### config.mk
export PLATFORM = sky130hd
export DESIGN_NAME = hlt_timer
export DESIGN_NICKNAME = d
export VERILOG_FILES = /design/src/hlt_pkg.sv /design/src/hlt_src_edge.sv /design/src/hlt_postscale.sv /design/src/hlt_timer.sv
export SDC_FILE = /design/constraint.sdc
export NUM_CORES = 1
export LEC_CHECK = 0
export BUFFER_PORTS_ARGS = -buffer_cell sky130_fd_sc_hd__buf_2
export CORE_MARGIN = 2
export CORE_UTILIZATION = 45
export DETAILED_ROUTE_END_ITERATION = 12
export PLACE_DENSITY = 0.74
export SLEW_MARGIN = 20
export SYNTH_ARGS = -nofsm -noshare
export SYNTH_HDL_FRONTEND = slang
export SYNTH_SLANG_ARGS = --single-unit
### constraint.sdc
create_clock -name aclk -period 2.7 [get_ports aclk]
set_input_delay 0.27 -clock aclk [delete_from_list [all_inputs] [get_ports aclk]]
set_output_delay 0.27 -clock aclk [all_outputs]
set_load 0.01 [all_outputs]
### src/hlt_pkg.sv
// Purpose: shared constants and types for the hardware limit timer
// Assumes: 32-bit axi4-lite register bus, one clock
// Notes: offsets are byte addresses
// Notes on behaviour
// - postscale code N gives one postscaler output per N+1 matches
// - timer advances only while timer_on is set
// - prescale 00 is /1, 01 is /4, 1x is /16
// - reset source codes 000..101 select ccp, cmp1, cmp2, fault, out a, out b
// - reserved source codes 110, 111 feed constant zero
// - falling enable clears count on first clock after falling source edge
// - rising enable clears count on first clock after rising source edge
// - unimplemented control bits read zero, writes ignored
// - every reset forces all control fields to zero
// - period register is software accessible, compared against count
// - count equal period asserts limit, clears count next edge, advances postscaler
// - postscaler overflow sets interrupt flag, forwarded only while enabled
// - writes to count or ctrl0 clear pre- and postscaler; ctrl0 keeps count
// - external edge clears give no limit event nor postscaler advance
package hlt_pkg;

  // ****************************************
  // register map
  // ****************************************
  localparam logic [3:0] ADDR_CTRL0 = 4'h0;
  localparam logic [3:0] ADDR_RESET_CTRL = 4'h4;
  localparam logic [3:0] ADDR_COUNT = 4'h8;
  localparam logic [3:0] ADDR_PERIOD = 4'hc;
  localparam logic [4:0] ADDR_IRQ_STATUS = 5'h10;
  localparam logic [4:0] ADDR_IRQ_ENABLE = 5'h14;
  localparam logic [4:0] ADDR_IRQ_CLEAR = 5'h18;
  localparam int ADDR_BITS = 5;

  // ****************************************
  // field positions and reset values
  // ****************************************
  localparam int CTRL0_PRESCALE_LSB = 0;
  localparam int CTRL0_ON_BIT = 2;
  localparam int CTRL0_POSTSCALE_LSB = 3;
  localparam int RCTRL_RISE_BIT = 0;
  localparam int RCTRL_FALL_BIT = 1;
  localparam int RCTRL_SOURCE_LSB = 2;
  localparam logic [7:0] COUNT_RESET = 8'h00;
  localparam logic [7:0] PERIOD_RESET = 8'hff;
  localparam logic [1:0] RESP_OKAY = 2'b00;
  localparam logic [1:0] RESP_SLVERR = 2'b10;

  // ****************************************
  // encodings
  // ****************************************
  localparam logic [1:0] PRESCALE_DIV1 = 2'b00;
  localparam logic [1:0] PRESCALE_DIV4 = 2'b01;
  localparam logic [3:0] PRESCALE_MASK4 = 4'h3;
  localparam logic [3:0] PRESCALE_MASK16 = 4'hf;

  typedef enum logic [2:0] {
    SRC_CAPTURE = 3'b000,
    SRC_CMP_ONE = 3'b001,
    SRC_CMP_TWO = 3'b010,
    SRC_FAULT = 3'b011,
    SRC_OUT_A = 3'b100,
    SRC_OUT_B = 3'b101
  } hlt_source_t;

  typedef struct packed {
    logic [3:0] postscale_select;
    logic timer_on;
    logic [1:0] prescale_select;
  } hlt_ctrl0_t;

  typedef struct packed {
    logic [2:0] reset_source_select;
    logic falling_reset_enable;
    logic rising_reset_enable;
  } hlt_rctrl_t;

  typedef struct packed {
    logic capture_compare_unit;
    logic comparator_one_out;
    logic comparator_two_out;
    logic waveform_gen_fault;
    logic waveform_gen_out_a;
    logic waveform_gen_out_b;
  } hlt_sources_t;

endpackage

### src/hlt_src_edge.sv
// Purpose: reset source select and edge detect
// Assumes: sources synchronous to aclk
// Notes: one cycle edge pulse
`timescale 1ns/100ps
module hlt_src_edge (
  input wire logic aclk,
  input wire logic aresetn,
  input wire hlt_pkg::hlt_sources_t sources,
  input wire hlt_pkg::hlt_rctrl_t rctrl,
  output logic edge_clear
);
  logic selected;
  logic last;

  always_comb begin
    case (rctrl.reset_source_select)
      hlt_pkg::SRC_CAPTURE: selected = sources.capture_compare_unit;
      hlt_pkg::SRC_CMP_ONE: selected = sources.comparator_one_out;
      hlt_pkg::SRC_CMP_TWO: selected = sources.comparator_two_out;
      hlt_pkg::SRC_FAULT: selected = sources.waveform_gen_fault;
      hlt_pkg::SRC_OUT_A: selected = sources.waveform_gen_out_a;
      hlt_pkg::SRC_OUT_B: selected = sources.waveform_gen_out_b;
      default: selected = 1'b0;
    endcase
  end

  always_ff @(posedge aclk) begin
    if (!aresetn) begin
      last <= 1'b0;
    end else begin
      last <= selected;
    end
  end

  assign edge_clear = (rctrl.rising_reset_enable && selected && !last) ||
                      (rctrl.falling_reset_enable && !selected && last);
endmodule

### src/hlt_postscale.sv
// Purpose: match postscaler
// Assumes: match is a one cycle pulse
// Notes: overflow is a one cycle pulse
`timescale 1ns/100ps
module hlt_postscale #(
  parameter int WIDTH = 4
) (
  input wire logic aclk,
  input wire logic aresetn,
  input wire logic clear,
  input wire logic match,
  input wire logic [WIDTH-1:0] select,
  output logic overflow
);
  logic [WIDTH-1:0] count;

  always_ff @(posedge aclk) begin
    if (!aresetn || clear) begin
      count <= '0;
    end else if (match) begin
      count <= (count == select) ? '0 : count + 1'b1;
    end
  end

  assign overflow = match && !clear && (count == select);
endmodule

### src/hlt_timer.sv
// Purpose: hardware limit timer with axi4-lite registers
// Assumes: 20 MHz aclk is the timer clock, inputs synchronous
// Notes: limit_out pulses one cycle per match
`timescale 1ns/100ps
module hlt_timer (
  input wire logic aclk,
  input wire logic aresetn,
  input wire logic [4:0] s_axi_awaddr,
  input wire logic [2:0] s_axi_awprot,
  input wire logic s_axi_awvalid,
  output logic s_axi_awready,
  input wire logic [31:0] s_axi_wdata,
  input wire logic [3:0] s_axi_wstrb,
  input wire logic s_axi_wvalid,
  output logic s_axi_wready,
  output logic [1:0] s_axi_bresp,
  output logic s_axi_bvalid,
  input wire logic s_axi_bready,
  input wire logic [4:0] s_axi_araddr,
  input wire logic [2:0] s_axi_arprot,
  input wire logic s_axi_arvalid,
  output logic s_axi_arready,
  output logic [31:0] s_axi_rdata,
  output logic [1:0] s_axi_rresp,
  output logic s_axi_rvalid,
  input wire logic s_axi_rready,
  input wire hlt_pkg::hlt_sources_t sources,
  output logic limit_out,
  output logic irq
);
  // ****************************************
  // state
  // ****************************************
  hlt_pkg::hlt_ctrl0_t ctrl0;
  hlt_pkg::hlt_rctrl_t rctrl;
  logic [7:0] limit_count;
  logic [7:0] limit_period;
  logic [3:0] prescale;
  logic limit_irq_flag;
  logic limit_irq_enable;
  logic aw_held;
  logic w_held;
  logic [4:0] aw_addr;
  logic [31:0] w_data;
  logic [3:0] w_strb;
  logic wr_go;
  logic wr_ctrl0;
  logic wr_count;
  logic edge_clear;
  logic tick;
  logic match;
  logic overflow;
  logic psc_clear;
  logic [3:0] psc_mask;

  // ****************************************
  // write channel
  // ****************************************
  assign s_axi_awready = !aw_held && !s_axi_bvalid;
  assign s_axi_wready = !w_held && !s_axi_bvalid;
  assign wr_go = aw_held && w_held && !s_axi_bvalid;

  always_ff @(posedge aclk) begin
    if (!aresetn) begin
      aw_held <= 1'b0;
      aw_addr <= 5'h0_0;
    end else if (s_axi_awvalid && s_axi_awready) begin
      aw_held <= 1'b1;
      aw_addr <= s_axi_awaddr;
    end else if (wr_go) begin
      aw_held <= 1'b0;
    end
  end

  always_ff @(posedge aclk) begin
    if (!aresetn) begin
      w_held <= 1'b0;
      w_data <= 32'h0000_0000;
      w_strb <= 4'h0;
    end else if (s_axi_wvalid && s_axi_wready) begin
      w_held <= 1'b1;
      w_data <= s_axi_wdata;
      w_strb <= s_axi_wstrb;
    end else if (wr_go) begin
      w_held <= 1'b0;
    end
  end

  always_ff @(posedge aclk) begin
    if (!aresetn) begin
      s_axi_bvalid <= 1'b0;
      s_axi_bresp <= hlt_pkg::RESP_OKAY;
    end else if (wr_go) begin
      s_axi_bvalid <= 1'b1;
      s_axi_bresp <= (aw_addr <= hlt_pkg::ADDR_IRQ_CLEAR && aw_addr[1:0] == 2'b00)
                     ? hlt_pkg::RESP_OKAY : hlt_pkg::RESP_SLVERR;
    end else if (s_axi_bready) begin
      s_axi_bvalid <= 1'b0;
    end
  end

  assign wr_ctrl0 = wr_go && w_strb[0] && aw_addr == 5'(hlt_pkg::ADDR_CTRL0);
  assign wr_count = wr_go && w_strb[0] && aw_addr == 5'(hlt_pkg::ADDR_COUNT);

  // ****************************************
  // control registers
  // ****************************************
  always_ff @(posedge aclk) begin
    if (!aresetn) begin
      ctrl0 <= '0;
    end else if (wr_ctrl0) begin
      ctrl0 <= w_data[6:0];
    end
  end

  always_ff @(posedge aclk) begin
    if (!aresetn) begin
      rctrl <= '0;
    end else if (wr_go && w_strb[0] && aw_addr == 5'(hlt_pkg::ADDR_RESET_CTRL)) begin
      rctrl <= w_data[4:0];
    end
  end

  always_ff @(posedge aclk) begin
    if (!aresetn) begin
      limit_period <= hlt_pkg::PERIOD_RESET;
    end else if (wr_go && w_strb[0] && aw_addr == 5'(hlt_pkg::ADDR_PERIOD)) begin
      limit_period <= w_data[7:0];
    end
  end

  always_ff @(posedge aclk) begin
    if (!aresetn) begin
      limit_irq_enable <= 1'b0;
    end else if (wr_go && w_strb[0] && aw_addr == hlt_pkg::ADDR_IRQ_ENABLE) begin
      limit_irq_enable <= w_data[0];
    end
  end

  // ****************************************
  // prescaler and count
  // ****************************************
  assign psc_clear = wr_ctrl0 || wr_count;

  always_comb begin
    case (ctrl0.prescale_select)
      hlt_pkg::PRESCALE_DIV1: psc_mask = 4'h0;
      hlt_pkg::PRESCALE_DIV4: psc_mask = hlt_pkg::PRESCALE_MASK4;
      default: psc_mask = hlt_pkg::PRESCALE_MASK16;
    endcase
  end

  always_ff @(posedge aclk) begin
    if (!aresetn || psc_clear) begin
      prescale <= 4'h0;
    end else if (ctrl0.timer_on) begin
      prescale <= ((prescale & psc_mask) == psc_mask) ? 4'h0 : prescale + 4'h1;
    end
  end

  assign tick = ctrl0.timer_on && ((prescale & psc_mask) == psc_mask);
  assign match = tick && !edge_clear && (limit_count == limit_period);

  always_ff @(posedge aclk) begin
    if (!aresetn) begin
      limit_count <= hlt_pkg::COUNT_RESET;
    end else if (wr_count) begin
      limit_count <= w_data[7:0];
    end else if (edge_clear) begin
      limit_count <= hlt_pkg::COUNT_RESET;
    end else if (match) begin
      limit_count <= hlt_pkg::COUNT_RESET;
    end else if (tick) begin
      limit_count <= limit_count + 8'h01;
    end
  end

  always_ff @(posedge aclk) begin
    if (!aresetn) begin
      limit_out <= 1'b0;
    end else begin
      limit_out <= match;
    end
  end

  hlt_src_edge u_edge (
    .aclk(aclk),
    .aresetn(aresetn),
    .sources(sources),
    .rctrl(rctrl),
    .edge_clear(edge_clear)
  );

  hlt_postscale #(.WIDTH(4)) u_post (
    .aclk(aclk),
    .aresetn(aresetn),
    .clear(psc_clear),
    .match(match),
    .select(ctrl0.postscale_select),
    .overflow(overflow)
  );

  // ****************************************
  // interrupt
  // ****************************************
  always_ff @(posedge aclk) begin
    if (!aresetn) begin
      limit_irq_flag <= 1'b0;
    end else if (overflow) begin
      limit_irq_flag <= 1'b1;
    end else if (wr_go && w_strb[0] && aw_addr == hlt_pkg::ADDR_IRQ_CLEAR && w_data[0]) begin
      limit_irq_flag <= 1'b0;
    end
  end

  assign irq = limit_irq_flag && limit_irq_enable;

  // ****************************************
  // read channel
  // ****************************************
  assign s_axi_arready = !s_axi_rvalid;

  always_ff @(posedge aclk) begin
    if (!aresetn) begin
      s_axi_rvalid <= 1'b0;
      s_axi_rdata <= 32'h0000_0000;
      s_axi_rresp <= hlt_pkg::RESP_OKAY;
    end else if (s_axi_arvalid && s_axi_arready) begin
      s_axi_rvalid <= 1'b1;
      s_axi_rresp <= hlt_pkg::RESP_OKAY;
      case (s_axi_araddr)
        5'(hlt_pkg::ADDR_CTRL0): s_axi_rdata <= {25'h0, ctrl0};
        5'(hlt_pkg::ADDR_RESET_CTRL): s_axi_rdata <= {27'h0, rctrl};
        5'(hlt_pkg::ADDR_COUNT): s_axi_rdata <= {24'h0, limit_count};
        5'(hlt_pkg::ADDR_PERIOD): s_axi_rdata <= {24'h0, limit_period};
        hlt_pkg::ADDR_IRQ_STATUS: s_axi_rdata <= {31'h0, limit_irq_flag};
        hlt_pkg::ADDR_IRQ_ENABLE: s_axi_rdata <= {31'h0, limit_irq_enable};
        hlt_pkg::ADDR_IRQ_CLEAR: s_axi_rdata <= 32'h0000_0000;
        default: begin
          s_axi_rdata <= 32'h0000_0000;
          s_axi_rresp <= hlt_pkg::RESP_SLVERR;
        end
      endcase
    end else if (s_axi_rready) begin
      s_axi_rvalid <= 1'b0;
    end
  end
endmodule

# --- After elaboration in Yosys (flattened, before gate mapping) ---
# Cells that the tools add are included.
op_classes:
  add_sub_neg: 3
  magnitude_cmp: 1
  n_eq_ne: 20
  mux: 20
  bitwise: 1
  reduce_logical: 50
op_table:
  columns: ["cell", "n"]
  rows:
  - ["$pmux W8 S6", 1]
  - ["$mux W8", 4]
  - ["$logic_and A1 B1 Y1", 26]
  - ["$eq A5 B5 Y1 const B", 5]
  - ["$eq A5 B4 Y1 const B", 4]
  - ["$eq A5 B3 Y1 const B", 2]
  - ["$logic_not A5 Y1", 2]
  - ["$reduce_bool A2 Y1", 5]
  - ["$logic_not A1 Y1", 9]
  - ["$mux W1", 9]
  - ["$add A4 B1 Y4 const B", 2]
  - ["$add A8 B1 Y8 const B", 1]
  - ["$eq A4 B4 Y1", 2]
  - ["$eq A8 B8 Y1", 1]
  - ["$mux W4", 2]
  - ["$pmux W4 S2", 1]
  - ["$reduce_or A7 Y1", 1]
  - ["$eq A3 B2 Y1 const B", 2]
  - ["$eq A3 B3 Y1 const B", 2]
  - ["$pmux W1 S6", 1]
  - ["$le A5 B5 Y1 const B", 1]
  - ["$and A4 B4 Y4", 1]
  - ["$logic_not A2 Y1", 2]
  - ["$mux W2", 2]
  - ["5 further kinds", 7]
totals:
  ff_bits: 94
  inputBits: 65
  output_inout_bits: 43
  wordCells: 119

# --- Depth between registers and ports, before layout ---
# Gate-level depths: netlist (run 1).
logic_depth:
  ltp_word: 12
  depth_mapped: 7
  depth_no_buf: 6

# --- Cells and area by module ---
# From an unflattened synthesis (run 1), not the netlist that was laid out.
unflattened:
  cells_unflattened: 388
  area_unflattened_um2: 3455.8
modules_own_cells:
  columns: ["module", "instances", "cells_each", "area_per_inst_um2", "seq_area_each_um2"]
  rows:
  - ["hlt_timer", 1, 351, 3093.0, 1261.2]
  - ["hlt_postscale", 1, 25, 250.2, 80.1]
  - ["hlt_src_edge", 1, 12, 112.6, 20.0]

# --- Worst setup path after synthesis (run 1) ---
# No wires, ideal clock.
synth_path:
  kind: "register to register"
  start: "reg rctrl[2] (netlist name)"
  end: "reg u_post.count[3]"
  setup_time_ps: 71
  t_arrival_ps: 2308
  required_time_ps: 2629
  setup_slack_ps: 321
  path_stages_with_launch: 7
  n_path_buf: 0
  period_less_slack_ps: 2379
  cell_sequence: "dfxtp_1 mux2_4 a222oi_1 mux2i_1 or3_4 or4_1 a21oi_1"
synth_between:
  elab_chain_cells: 9
  elab_cells_between_ends: 16
  cone_classes: "5 x eq/ne; 1 x mux; 10 x reduce/logical"
synth_rtl:
  columns: ["element", "line", "source"]
  rows:
  - ["$eq A3 B3 Y1 (tied with other cells)", "hlt_src_edge.sv:16", "case (rctrl.reset_source_select)"]
  - ["$pmux W1 S6 *", "hlt_src_edge.sv:16", null]
  - ["$logic_not A1 Y1", "hlt_src_edge.sv:36", "(rctrl.falling_reset_enable && !selected && last);"]
  - ["$logic_and A1 B1 Y1 (2 in a row)", "hlt_src_edge.sv:36", null]
  - ["$logic_or A1 B1 Y1 *", "hlt_src_edge.sv:35", "assign edge_clear = (rctrl.rising_reset_enable && selected && !last) ||"]
  - ["$logic_not A1 Y1 *", "hlt_timer.sv:162", "assign match = tick && !edge_clear && (limit_count == limit_period);"]
  - ["$logic_and A1 B1 Y1 * (2 in a row)", "hlt_timer.sv:162", null]
  - ["to (signal assigned)", "hlt_postscale.sv:21", "count <= (count == select) ? '0 : count + 1'b1;"]
  - ["to (decl)", "hlt_postscale.sv:15", "logic [WIDTH-1:0] count;"]
# Every way passes the cells marked *; elsewhere a longest branch is shown, timed or not.
# A chain may end at the register's enable or synchronous reset.

# --- Worst setup path in the final report (run 1) ---
layout_path:
  start: "reg rctrl[2] (netlist name)"
  end: "reg u_post.count[3]"
layout_between:
  elab_chain_cells: 9
  elab_cells_between_ends: 16
  cone_classes: "5 x eq/ne; 1 x mux; 10 x reduce/logical"
layout_rtl:
  columns: ["element", "line"]
  rows:
  - ["$eq A3 B3 Y1 (tied with other cells)", "hlt_src_edge.sv:16"]
  - ["$pmux W1 S6 *", "hlt_src_edge.sv:16"]
  - ["$logic_not A1 Y1", "hlt_src_edge.sv:36"]
  - ["$logic_and A1 B1 Y1 (2 in a row)", "hlt_src_edge.sv:36"]
  - ["$logic_or A1 B1 Y1 *", "hlt_src_edge.sv:35"]
  - ["$logic_not A1 Y1 *", "hlt_timer.sv:162"]
  - ["$logic_and A1 B1 Y1 * (2 in a row)", "hlt_timer.sv:162"]
# Marked as above.

==> key figures, run 1 <==
Clock network
  • CTS Buf Count: 9
  • # H-tree levels: 3
  • Postcts setup bufs: 0
  • Hold buffers post-CTS: 0
  • Worst-path clk slew: 70 ps
  • CTS tree: yes
  • Clk root buf: clkbuf_8
  • CTS max path bufs: 2
  • Clock Sinks: 68
  • Worst-Skew Late Latency: 340 ps
  • Post_cts resized: 0

Detailed routing
  • Vias: 2823
  • Final wirelength: 7.236 mm
  • Remaining DRCs: 0
  • Vias per cell: 5.199
  • Number of DRC markers in iteration 0: 139
  • Antenna viol nets, final: 0
  • Number of detailed-route iterations in the first pass: 4
  • WL/cell: 13.33 um

Setup path
  • Worst-case reg-to-reg path depth: 7
  • Crit end category: flop
  • Kind of critical path: flop to flop
  • Largest fanout on the critical path: 6
  • Reg2reg end: u_post.count[3]$_SDFFE_PP0P_
  • CP arrival: 2700 ps
  • Worst setup SP type: flop
  • RR Startpoint: rctrl[2]$_SDFFE_PN0P_
  • Worst reg2reg setup slack: 260 ps
  • Req. time, crit path: 2960 ps

Pwr
  • Leak Pwr: 1.646 nW
  • Psw: 473.9 uW
  • Switching Share: 0.2469
  • Register share of total power: 0.549
  • Peak supply drop: 0.0003983 V
  • Total Power: 1.919 mW
  • Internal: 1.445 mW
  • Power per Cell Area: 486.0 nW/um2
  • Clk pwr share: 0.365
  • Comb power frac: 0.086

Placed design
  • Placed inst area: 3791 um2
  • Dpl ws: 253.4 ps
  • GPL Wtd Cong: 0.8984
  • IO Port Bufs: 48
  • Post-DP HPWL: 5.241 mm

Timing
  • Min Tclk post-route: 2439 ps
  • Relative slew slack: 0.4539
  • FMAX: 410.1 MHz
  • Fin Setup TNS: 0 ps
  • Final WS setup: 261.4 ps
  • Final Skew: 12.76 ps
  • Fin crit share: 0.9032
  • Slew @ Worst Pin: 811.6 ps
  • RSZ-0062 raised after global routing: no
  • Final Hold Violating Endpoints: 0
  • Setup violators final: 0
  • Slew Limit Fails: 0

Global routing
  • Congestion Overflow GR: 0
  • GRT Total Usage: 0.1791
  • First-pass GRT wire length: 12.16 mm
  • Largest net degree at the start of global routing: 39
  • Initial antenna violation count: 0
  • Vias in the first global route: 2548

Job
  • Max Cap Viol: 0

Cells and area
  • Design Area, Final: 3949 um2
  • P&R area growth vs syn: 12.27%
  • Final net count: 506
  • # diodes: 0
  • Share of cells above drive strength 1: 0.1927

Synth
  • Synth warn: 0
  • Post-synthesis sequential area ratio: 0.3871
  • Asr flop ratio synth: 0
  • Cell area after synthesis: 3517 um2
  • Mapped Avg Cell Area: 9.065 um2
  • EDFF count, synth: 0
  • Synth Register Bits: 68
  • Top FF cell, synth: dfxtp_1
  • Mapped Cells: 388
  • Distinct cell type count of the synthesized netlist: 53

Die
  • # rows: 32
  • Die H: 92.41 um
  • Area of the die: 8539 um2
  • Chip Width: 92.41 um
  • Ports: 108
  • Starting Density: 0.4599
  • Core area: 7647 um2

Hold path
  • Hold Crit Depth: 2
  • Hold Path End: s_axi_rvalid$_SDFFE_PN0P_
  • Hold path start: s_axi_arvalid
  • Hold Path Class: input port to flop

Outcome
  • Status: finished, final reports clean
==> cell usage in the layout (no fill, tap or decap), types with 2 or more instances in the layout <==
cell type / synthesis / final
and2_1: 5 / 5
dfxtp_1: 68 / 68
nor2b_1: 32 / 32
mux2_2: 6 / 6
nand3b_1: 3 / 3
nand2_1: 48 / 48
a22o_1: 2 / 2
buf_2: 0 / 48
o21a_1: 4 / 4
a21boi_0: 10 / 10
o21ai_0: 15 / 15
nand2b_1: 3 / 3
a22oi_1: 7 / 7
ha_1: 3 / 3
o211a_1: 2 / 2
xor2_1: 12 / 12
nand3_1: 12 / 12
nor3_1: 3 / 3
nor4_1: 5 / 5
a21o_1: 4 / 4
and3_1: 6 / 6
a21oi_1: 15 / 15
mux2i_1: 30 / 30
nor2_1: 15 / 15
clkbuf_8: 0 / 10
conb_1: 1 / 26
a311oi_1: 2 / 2
mux4_2: 4 / 4
inv_1: 4 / 4
clkbuf_1: 17 / 2
buf_4: 26 / 10
==> area by class of cell <==
type / instances / area (um2)
flip-flops and latches: 68 / 1361
multi-input cells: 297 / 1972
clock inverters: 2 / 12.51
repair buffers: 58 / 315.3
clock buffers: 12 / 145.1
fillers: 758 / 3699
well taps: 102 / 127.6
inverters: 4 / 15.01
==> flip-flops by register name, indices dropped and copies added, names as in the netlist <==
register / count
ctrl0: 7
s_axi_rvalid: 1
w_strb: 1
aw_addr: 5
s_axi_bresp: 1
s_axi_rdata: 8
s_axi_bvalid: 1
w_held: 1
rctrl: 5
u_post.count: 4
limit_irq_enable: 1
s_axi_rresp: 1
limit_out: 1
u_edge.last: 1
limit_count: 8
aw_held: 1
prescale: 4
w_data: 8
limit_irq_flag: 1
limit_period: 8
==> layer usage <==
metal  wire (um)  GRT usage
met5           0          0
met4          82    0.06343
met2        3269     0.2798
met3         513    0.05614
met1        3370     0.2336
==> worst max path at each step <==
| stage | endpoint | cells after the start | from | slack (ps) |
|---|---|---|---|---|
| global placement | u_post.count[3]$_SDFFE_PP0P_ | 7 | rctrl[2]$_SDFFE_PN0P_ | 270 |
| CTS | u_post.count[3]$_SDFFE_PP0P_ | 7 | rctrl[2]$_SDFFE_PN0P_ | 240 |
| finish | u_post.count[3]$_SDFFE_PP0P_ | 7 | rctrl[2]$_SDFFE_PN0P_ | 260 |
| global route | u_post.count[3]$_SDFFE_PP0P_ | 7 | rctrl[2]$_SDFFE_PN0P_ | 120 |
| floorplan | u_post.count[3]$_SDFFE_PP0P_ | 6 | rctrl[2]$_SDFFE_PN0P_ | 320 |
| detailed placement | u_post.count[3]$_SDFFE_PP0P_ | 7 | rctrl[2]$_SDFFE_PN0P_ | 250 |
==> worst max-delay path, stage by stage (launching register included) <==
cell	delay [ps]
dfxtp_1	420
mux2_4	310
a222oi_1	320
buf_4	190
mux2i_1	120
or3_4	380
or4_1	470
a21oi_1	140
==> synthesized netlist by cell type (all sizes together), types with 6 or more instances <==
| cell | n | share of area |
|---|---|---|
| and3 | 6 | 0.011 |
| a22oi | 7 | 0.015 |
| nor4 | 6 | 0.012 |
| a21oi | 15 | 0.021 |
| nor2 | 15 | 0.016 |
| clkbuf | 17 | 0.018 |
| xor2 | 12 | 0.030 |
| dfxtp | 68 | 0.39 |
| buf | 27 | 0.057 |
| mux2i | 30 | 0.085 |
| nand3 | 12 | 0.017 |
| o21ai | 15 | 0.021 |
| nor2b | 32 | 0.057 |
| nand2 | 48 | 0.051 |
| a21boi | 10 | 0.021 |
| mux2 | 7 | 0.023 |
==> per-stage QoR <==
stage,std cells,utilization,hold slack [ps]
floorplan,413,-,407.8
global placement,529,0.4957,451.3
detailed placement,529,0.4957,465.2
CTS,543,0.5164,163.2
global route,543,0.5164,164.4
finish,543,0.5164,177.3
==> power by group through the flow <==
| stage | clock network (mW) | registers, mW | logic [mW] |
|---|---|---|---|
| after global routing | 0.767 | 1.06 | 0.187 |
| after global placement | 0 | 1.08 | 0.163 |
| after floorplan | 0 | 1.07 | 0.147 |
| final | 0.700 | 1.05 | 0.166 |
| after detailed placement | 0 | 1.08 | 0.167 |
| after CTS | 0.721 | 1.05 | 0.167 |
==> cell families after synthesis <==
logic type	Yosys count	share of synthesized area
adders and majority gates	3	0.01067
other	1	0.001066
AOI/OAI and AO/OA	71	0.1363
buffers and inverters	48	0.07897
and+or+nand+nor	143	0.2142
xor gates and xnor gates	12	0.02988
DFF	68	0.3871
muxes	42	0.1419
No activity file was read; power rests on OpenSTA's default activity.
==> run 2, diff against run 1 <==
--- a/config.mk
+++ b/config.mk
@@ -10,6 +10,7 @@
 export CORE_UTILIZATION = 45
 export DETAILED_ROUTE_END_ITERATION = 12
 export PLACE_DENSITY = 0.74
+export SETUP_SLACK_MARGIN = 0.4
 export SLEW_MARGIN = 20
 export SYNTH_ARGS = -nofsm -noshare
 export SYNTH_HDL_FRONTEND = slang
==> run 2 against run 1 <==
Effect of this change: sequential power about the same; clock power increased by 34%; core utilization increased by 1.3 points; global-route usage increased by 0.60 points; flip-flop and latch count unchanged; sequential share of layout area decreased by 0.68 points; critical path depth unchanged; setup slack improved by 84 ps; wire length increased by 5.6%; power increased by 12%.
==> key figures, run 2 (synthesis gave the netlist of run 1 again) <==
Placed design
  • GPL Wtd Cong: 0.9072 (+0.98%)
  • Post-DP HPWL: 5.393 mm (+2.9%)
  • IO Port Bufs: 48 (unchanged)
  • Placed inst area: 3779 um2 (-0.33%)

Timing
  • Fin Setup TNS: 0 ps (unchanged)
  • Setup violators final: 0 (unchanged)
  • Fin crit share: 0.8722 (-0.03101)
  • Final Hold Violating Endpoints: 0 (unchanged)
  • Relative slew slack: 0.4297 (-0.02426)
  • Final Skew: 7.016 ps (-5.746 ps)
  • RSZ-0062 raised after global routing: yes
  • Slew Limit Fails: 0 (unchanged)
  • FMAX: 424.7 MHz (+3.6%)
  • Min Tclk post-route: 2355 ps (-83.72 ps)
  • Slew @ Worst Pin: 847.7 ps (+36.05 ps)

Hold path
  • Hold path start: s_axi_arvalid
  • Hold Path Class: input port to flop
  • Hold Path End: s_axi_rvalid$_SDFFE_PN0P_
  • Hold Crit Depth: 2 (unchanged)

Pwr
  • Total Power: 2.154 mW (+12%)
  • Peak supply drop: 0.0003735 V (-6.2%)
  • Internal: 1.620 mW (+12%)
  • Power per Cell Area: 531.8 nW/um2 (+9.4%)
  • Register share of total power: 0.488 (-0.061)
  • Psw: 533.8 uW (+13%)
  • Comb power frac: 0.078 (-0.008)
  • Switching Share: 0.2478 (+0.0008588)
  • Leak Pwr: 1.677 nW (+1.9%)
  • Clk pwr share: 0.434 (+0.069)

Setup path
  • Worst-case reg-to-reg path depth: 7 (unchanged)
  • RR Startpoint: rctrl[3]$_SDFFE_PN0P_
  • Largest fanout on the critical path: 5 (-1)
  • Worst reg2reg setup slack: 350 ps (+80 ps)
  • Reg2reg end: u_post.count[3]$_SDFFE_PP0P_
  • Slowest CP cell: or4_4
  • Worst Setup SP: rctrl[3]$_SDFFE_PN0P_
  • Kind of critical path: flop to flop
  • Worst stage delay on the critical path: 420 ps (-50 ps)
  • Crit end category: flop
  • Req. time, crit path: 2990 ps (+30 ps)
  • CP arrival: 2650 ps (-50 ps)
  • Crit path buffers/inverters: 1 (unchanged)
  • Largest delay share family, worst path: simple AND/OR/NAND/NOR gates
  • Worst setup SP type: flop
  • Cell Chain, Critical Path: mux2_2 -> a222oi_1 -> buf_4 -> mux2i_4 -> or3_4 -> or4_4 -> a21oi_2

Die
  • # rows: 32 (unchanged)
  • Area of the die: 8539 um2 (unchanged)
  • Core area: 7647 um2 (unchanged)
  • Ports: 108 (unchanged)
  • Chip Width: 92.41 um (unchanged)
  • Starting Density: 0.4599 (unchanged)
  • Die H: 92.41 um (unchanged)

Clock network
  • Worst-path clk slew: 80 ps (about the same)
  • Clk root buf: clkbuf_8
  • Hold buffers post-CTS: 0 (unchanged)
  • Worst-Skew Late Latency: 350 ps (about the same)
  • Clock Sinks: 68 (unchanged)
  • CTS tree: yes
  • # H-tree levels: 3 (unchanged)
  • CTS Buf Count: 9 (unchanged)
  • CTS max path bufs: 2 (unchanged)

Detailed routing
  • Number of detailed-route iterations in the first pass: 5 (+1)
  • Vias per cell: 5.240 (+0.79%)
  • Number of DRC markers in iteration 0: 152 (+9.4%)
  • WL/cell: 14.00 um (+5.1%)
  • Antenna viol nets, final: 0 (unchanged)
  • Final wirelength: 7.644 mm (+5.6%)
  • Remaining DRCs: 0 (unchanged)
  • Vias: 2861 (+1.3%)

Global routing
  • Congestion Overflow GR: 0 (unchanged)
  • Initial antenna violation count: 0 (unchanged)
  • GRT Total Usage: 0.1852 (+0.006046)
  • First-pass GRT wire length: 12.39 mm (+1.9%)
  • Vias in the first global route: 2584 (+1.4%)
  • Largest net degree at the start of global routing: 35 (-10%)

Cells and area
  • Fillcell total: 710 (-6.3%)
  • Reg area: 1369 um2 (+0.55%)
  • Design Area, Final: 4050 um2 (+2.6%)
  • P&R area growth vs syn: 15.15%
  • Multi-input logic area: 1992 um2 (+1.0%)
  • Share of cells above drive strength 1: 0.2140 (+0.02122)
  • Most frequent cells in the layout: dfxtp_1, nand2_1, buf_2, nor2b_1, mux2i_1
  • # diodes: 0 (unchanged)
  • Final net count: 507 (+0.20%)
  • Commonest non-fill, non-tap cell in the layout: dfxtp_1
  • Final Util: 0.5296 (+0.01325)

Job
  • Max Cap Viol: 0 (unchanged)

Outcome
  • Status: finished, final reports clean
==> run 2: through the flow <==
stage	instances	hold WS, ps	setup WS, ps
2_1_floorplan	413	407.8	420.3
3_3_place_gp	527	459.4	406.1
3_5_place_dp	527	468.1	360.2
4_1_cts	544	140.2	424.3
5_1_grt	546	142.3	265.6
6_report	546	152.5	345.2
==> run 2: area by class of cell <==
type                    count  area share
clock buffers               9     0.03058
clock inverters             7     0.02471
inverters                   4    0.003707
multi-input cells         297      0.4918
flip-flops and latches     68      0.3380
well taps                 102     0.03151
repair buffers             59     0.07970
==> run 2: power by group through the flow <==
stage / sequential (mW) / clock, mW / combinational (mW)
2_1_floorplan: 1.06 / 0 / 0.147
3_5_place_dp: 1.08 / 0 / 0.166
5_1_grt: 1.06 / 0.994 / 0.188
6_report: 1.05 / 0.935 / 0.168
4_1_cts: 1.05 / 0.948 / 0.167
3_3_place_gp: 1.08 / 0 / 0.162
==> run 2: worst reg2reg max path: stages (launching register included) <==
cell	delay, ps
dfxtp_4	380
mux2_2	350
a222oi_1	330
buf_4	210
mux2i_4	80
or3_4	400
or4_4	430
a21oi_2	110
==> run 2: what timing repair did <==
action | 4_1_cts | 5_1_grt
endpoints found under the setup margin | 2 | 2
resized for setup | 2 | 4
pin swaps | 1 | 2
buffers inserted | 1 | 2
==> run 2: worst max path at each step <==
stage                              endpoint  depth (start not counted)
2_1_floorplan  u_post.count[3]$_SDFFE_PP0P_                          6
3_3_place_gp   u_post.count[3]$_SDFFE_PP0P_                          7
3_5_place_dp   u_post.count[3]$_SDFFE_PP0P_                          7
4_1_cts        u_post.count[3]$_SDFFE_PP0P_                          7
5_1_grt        u_post.count[3]$_SDFFE_PP0P_                          7
6_report       u_post.count[3]$_SDFFE_PP0P_                          7
==> run 2: metal layers <==
layer / track usage / part of all wire
met5: 0 / 0
met3: 0.05858 / 0.061
met2: 0.2895 / 0.47
met1: 0.2408 / 0.45
met4: 0.06592 / 0.015
==> run 3, diff against run 2 <==
--- a/config.mk
+++ b/config.mk
@@ -6,9 +6,11 @@
 export NUM_CORES = 1
 export LEC_CHECK = 0
 export BUFFER_PORTS_ARGS = -buffer_cell sky130_fd_sc_hd__buf_2
+export CAP_MARGIN = 10
 export CORE_MARGIN = 2
 export CORE_UTILIZATION = 45
 export DETAILED_ROUTE_END_ITERATION = 12
+export GPL_TIMING_DRIVEN = 0
 export PLACE_DENSITY = 0.74
 export SETUP_SLACK_MARGIN = 0.4
 export SLEW_MARGIN = 20
==> constraint.sdc (replaced) <==
create_clock -name aclk -period 2.7 [get_ports aclk]
set_input_delay 0 -clock aclk [delete_from_list [all_inputs] [get_ports aclk]]
set_output_delay 0 -clock aclk [all_outputs]
set_load 0.01 [all_outputs]
==> run 3 against run 2 <==
Effect of this change: fmax grew 4.2%; critical path depth is the same; first-iteration DRC count shrank 0.66%; cell count grew 11%; register-to-register slack gained 90 ps; via count grew 5.3%; power shrank 6.3%.
==> key figures, run 3 (synthesis gave the netlist of run 1 again) <==
Outcome
  • Status: finished, final reports clean

Die
  • Core area: 7647 um2 (unchanged)
  • Chip Width: 92.41 um (unchanged)
  • Area of the die: 8539 um2 (unchanged)
  • Die H: 92.41 um (unchanged)
  • Starting Density: 0.4599 (unchanged)
  • # rows: 32 (unchanged)
  • Ports: 108 (unchanged)

Pwr
  • Power per Cell Area: 455.9 nW/um2 (-14%)
  • Peak supply drop: 0.0003091 V (-17%)
  • Leak Pwr: 1.870 nW (+11%)

Setup path
  • Largest delay share family, worst path: simple AND/OR/NAND/NOR gates
  • Crit path buffers/inverters: 1 (unchanged)
  • Worst stage delay on the critical path: 420 ps (about the same)
  • Worst setup SP type: flop
  • Largest fanout on the critical path: 5 (unchanged)
  • Cell Chain, Critical Path: mux2_2 -> a222oi_1 -> buf_4 -> mux2i_2 -> or3_4 -> or4_1 -> a21oi_2
  • Slowest CP cell: or4_1
  • Crit end category: flop
  • Req. time, crit path: 2990 ps (about the same)
  • CP arrival: 2550 ps (-100 ps)
  • Kind of critical path: flop to flop

Cells and area
  • Commonest non-fill, non-tap cell in the layout: dfxtp_1
  • Most frequent cells in the layout: dfxtp_1, nand2_1, buf_2, nor2b_1, buf_4
  • Share of cells above drive strength 1: 0.2311 (+0.01711)
  • # diodes: 0 (unchanged)
  • Final net count: 565 (+11%)
  • P&R area growth vs syn: 25.90%
  • Final Util: 0.5790 (+0.04941)

Detailed routing
  • WL/cell: 13.61 um (-2.8%)
  • Remaining DRCs: 0 (unchanged)
  • Number of DRC markers in iteration 0: 151 (-0.66%)
  • Vias: 3014 (+5.3%)
  • Antenna viol nets, final: 0 (unchanged)
  • Final wirelength: 8.220 mm (+7.5%)
  • Number of detailed-route iterations in the first pass: 4 (-1)
  • Vias per cell: 4.990 (-4.8%)

Global routing
  • Largest net degree at the start of global routing: 13 (-63%)
  • Vias in the first global route: 2692 (+4.2%)
  • First-pass GRT wire length: 13.33 mm (+7.6%)
  • Congestion Overflow GR: 0 (unchanged)
  • GRT Total Usage: 0.2013 (+0.01617)
  • Initial antenna violation count: 0 (unchanged)

Clock network
  • Clk root buf: clkbuf_8
  • CTS tree: yes
  • Clock Sinks: 68 (unchanged)
  • CTS max path bufs: 2 (unchanged)
  • Worst-Skew Late Latency: 360 ps (about the same)
  • Worst-path clk slew: 80 ps (about the same)
  • CTS Buf Count: 9 (unchanged)
  • # H-tree levels: 3 (unchanged)

Placed design
  • Post-DP HPWL: 5.803 mm (+7.6%)
  • GPL Wtd Cong: 0.9034 (-0.42%)
  • IO Port Bufs: 48 (unchanged)

Timing
  • Setup violators final: 0 (unchanged)
  • Slew @ Worst Pin: 799.6 ps (-48.08 ps)
  • FMAX: 442.5 MHz (+4.2%)
  • WHS: 90.62 ps (-61.88 ps)
  • Fin crit share: 0.8370 (-0.03513)
  • RSZ-0062 raised after global routing: yes
  • Relative slew slack: 0.4620 (+0.03235)
  • Final Hold Violating Endpoints: 0 (unchanged)
  • Min Tclk post-route: 2260 ps (-94.84 ps)
  • Fin Setup TNS: 0 ps (unchanged)
  • Slew Limit Fails: 0 (unchanged)
  • Final Skew: 7.108 ps (+0.09284 ps)

Job
  • Max Cap Viol: 0 (unchanged)

Hold path
  • Hold Path Class: input port to flop
## run 3: what timing repair did
action,4_1_cts,5_1_grt
hold buffers,20,0
pin swaps,2,2
resized for setup,3,3
setup endpoints to repair,11,2
hold endpoints to repair,18,0
buffers inserted,2,3
## run 3: metal layers
layer  share of wire  wire [um]  vias to the layer above  track usage
met1            0.47       3827                     1380       0.2586
met2            0.47       3859                       86       0.3339
li1                -          -                     1534            -
met4           0.018        146                        0      0.05100
met5               0          0                        -            0
met3           0.047        387                       14      0.05696
## run 3: final timing paths
| check | start | to | slack (ps) | depth (start not counted) |
|---|---|---|---|---|
| setup / recovery | rctrl[3]$_SDFFE_PN0P_ | u_post.count[3]$_SDFFE_PP0P_ | 440 | 7 |
| hold / removal | aresetn | limit_irq_flag$_SDFFE_PN0P_ | 90 | 4 |
| setup reg to reg | rctrl[3]$_SDFFE_PN0P_ | u_post.count[3]$_SDFFE_PP0P_ | 440 | 7 |
| hold reg to reg | limit_irq_flag$_SDFFE_PN0P_ | limit_irq_flag$_SDFFE_PN0P_ | 470 | 2 |
## run 3: cell type report
class,instances,area [um2]
clock buffer,10,127.6
multi-input combinational,297,2007
clock inverter,6,41.29
tap,102,127.6
buffer,44,262.8
inverter,4,15.01
fill,682,3219
timing repair buffer,73,478.0
sequential,68,1369
## run 3: worst reg2reg max path: stages (launching register included)
cell	delay, ps
dfxtp_4	370
mux2_2	330
a222oi_1	280
buf_4	190
mux2i_2	90
or3_4	400
or4_1	420
a21oi_2	120
## run 3: power by group
group | switching [mW] | total (mW) | internal (mW) | leakage [nW]
Combinational | 0.116 | 0.237 | 0.120 | 1.24
Sequential | 0.0219 | 1.05 | 1.02 | 0.553
Clock | 0.406 | 0.737 | 0.331 | 0.0783
Total | 0.544 | 2.02 | 1.47 | 1.87
## run 3: metrics by stage
stage	cell area, um2	std cells	power, mW	setup slack [ps]
floorplan	3613	413	1.212	420.3
global placement	3981	563	1.273	65.20
detailed placement	3990	563	1.278	64.99
CTS	4389	601	2.030	427.0
global route	4428	604	2.110	327.6
finish	4428	604	2.019	440.0
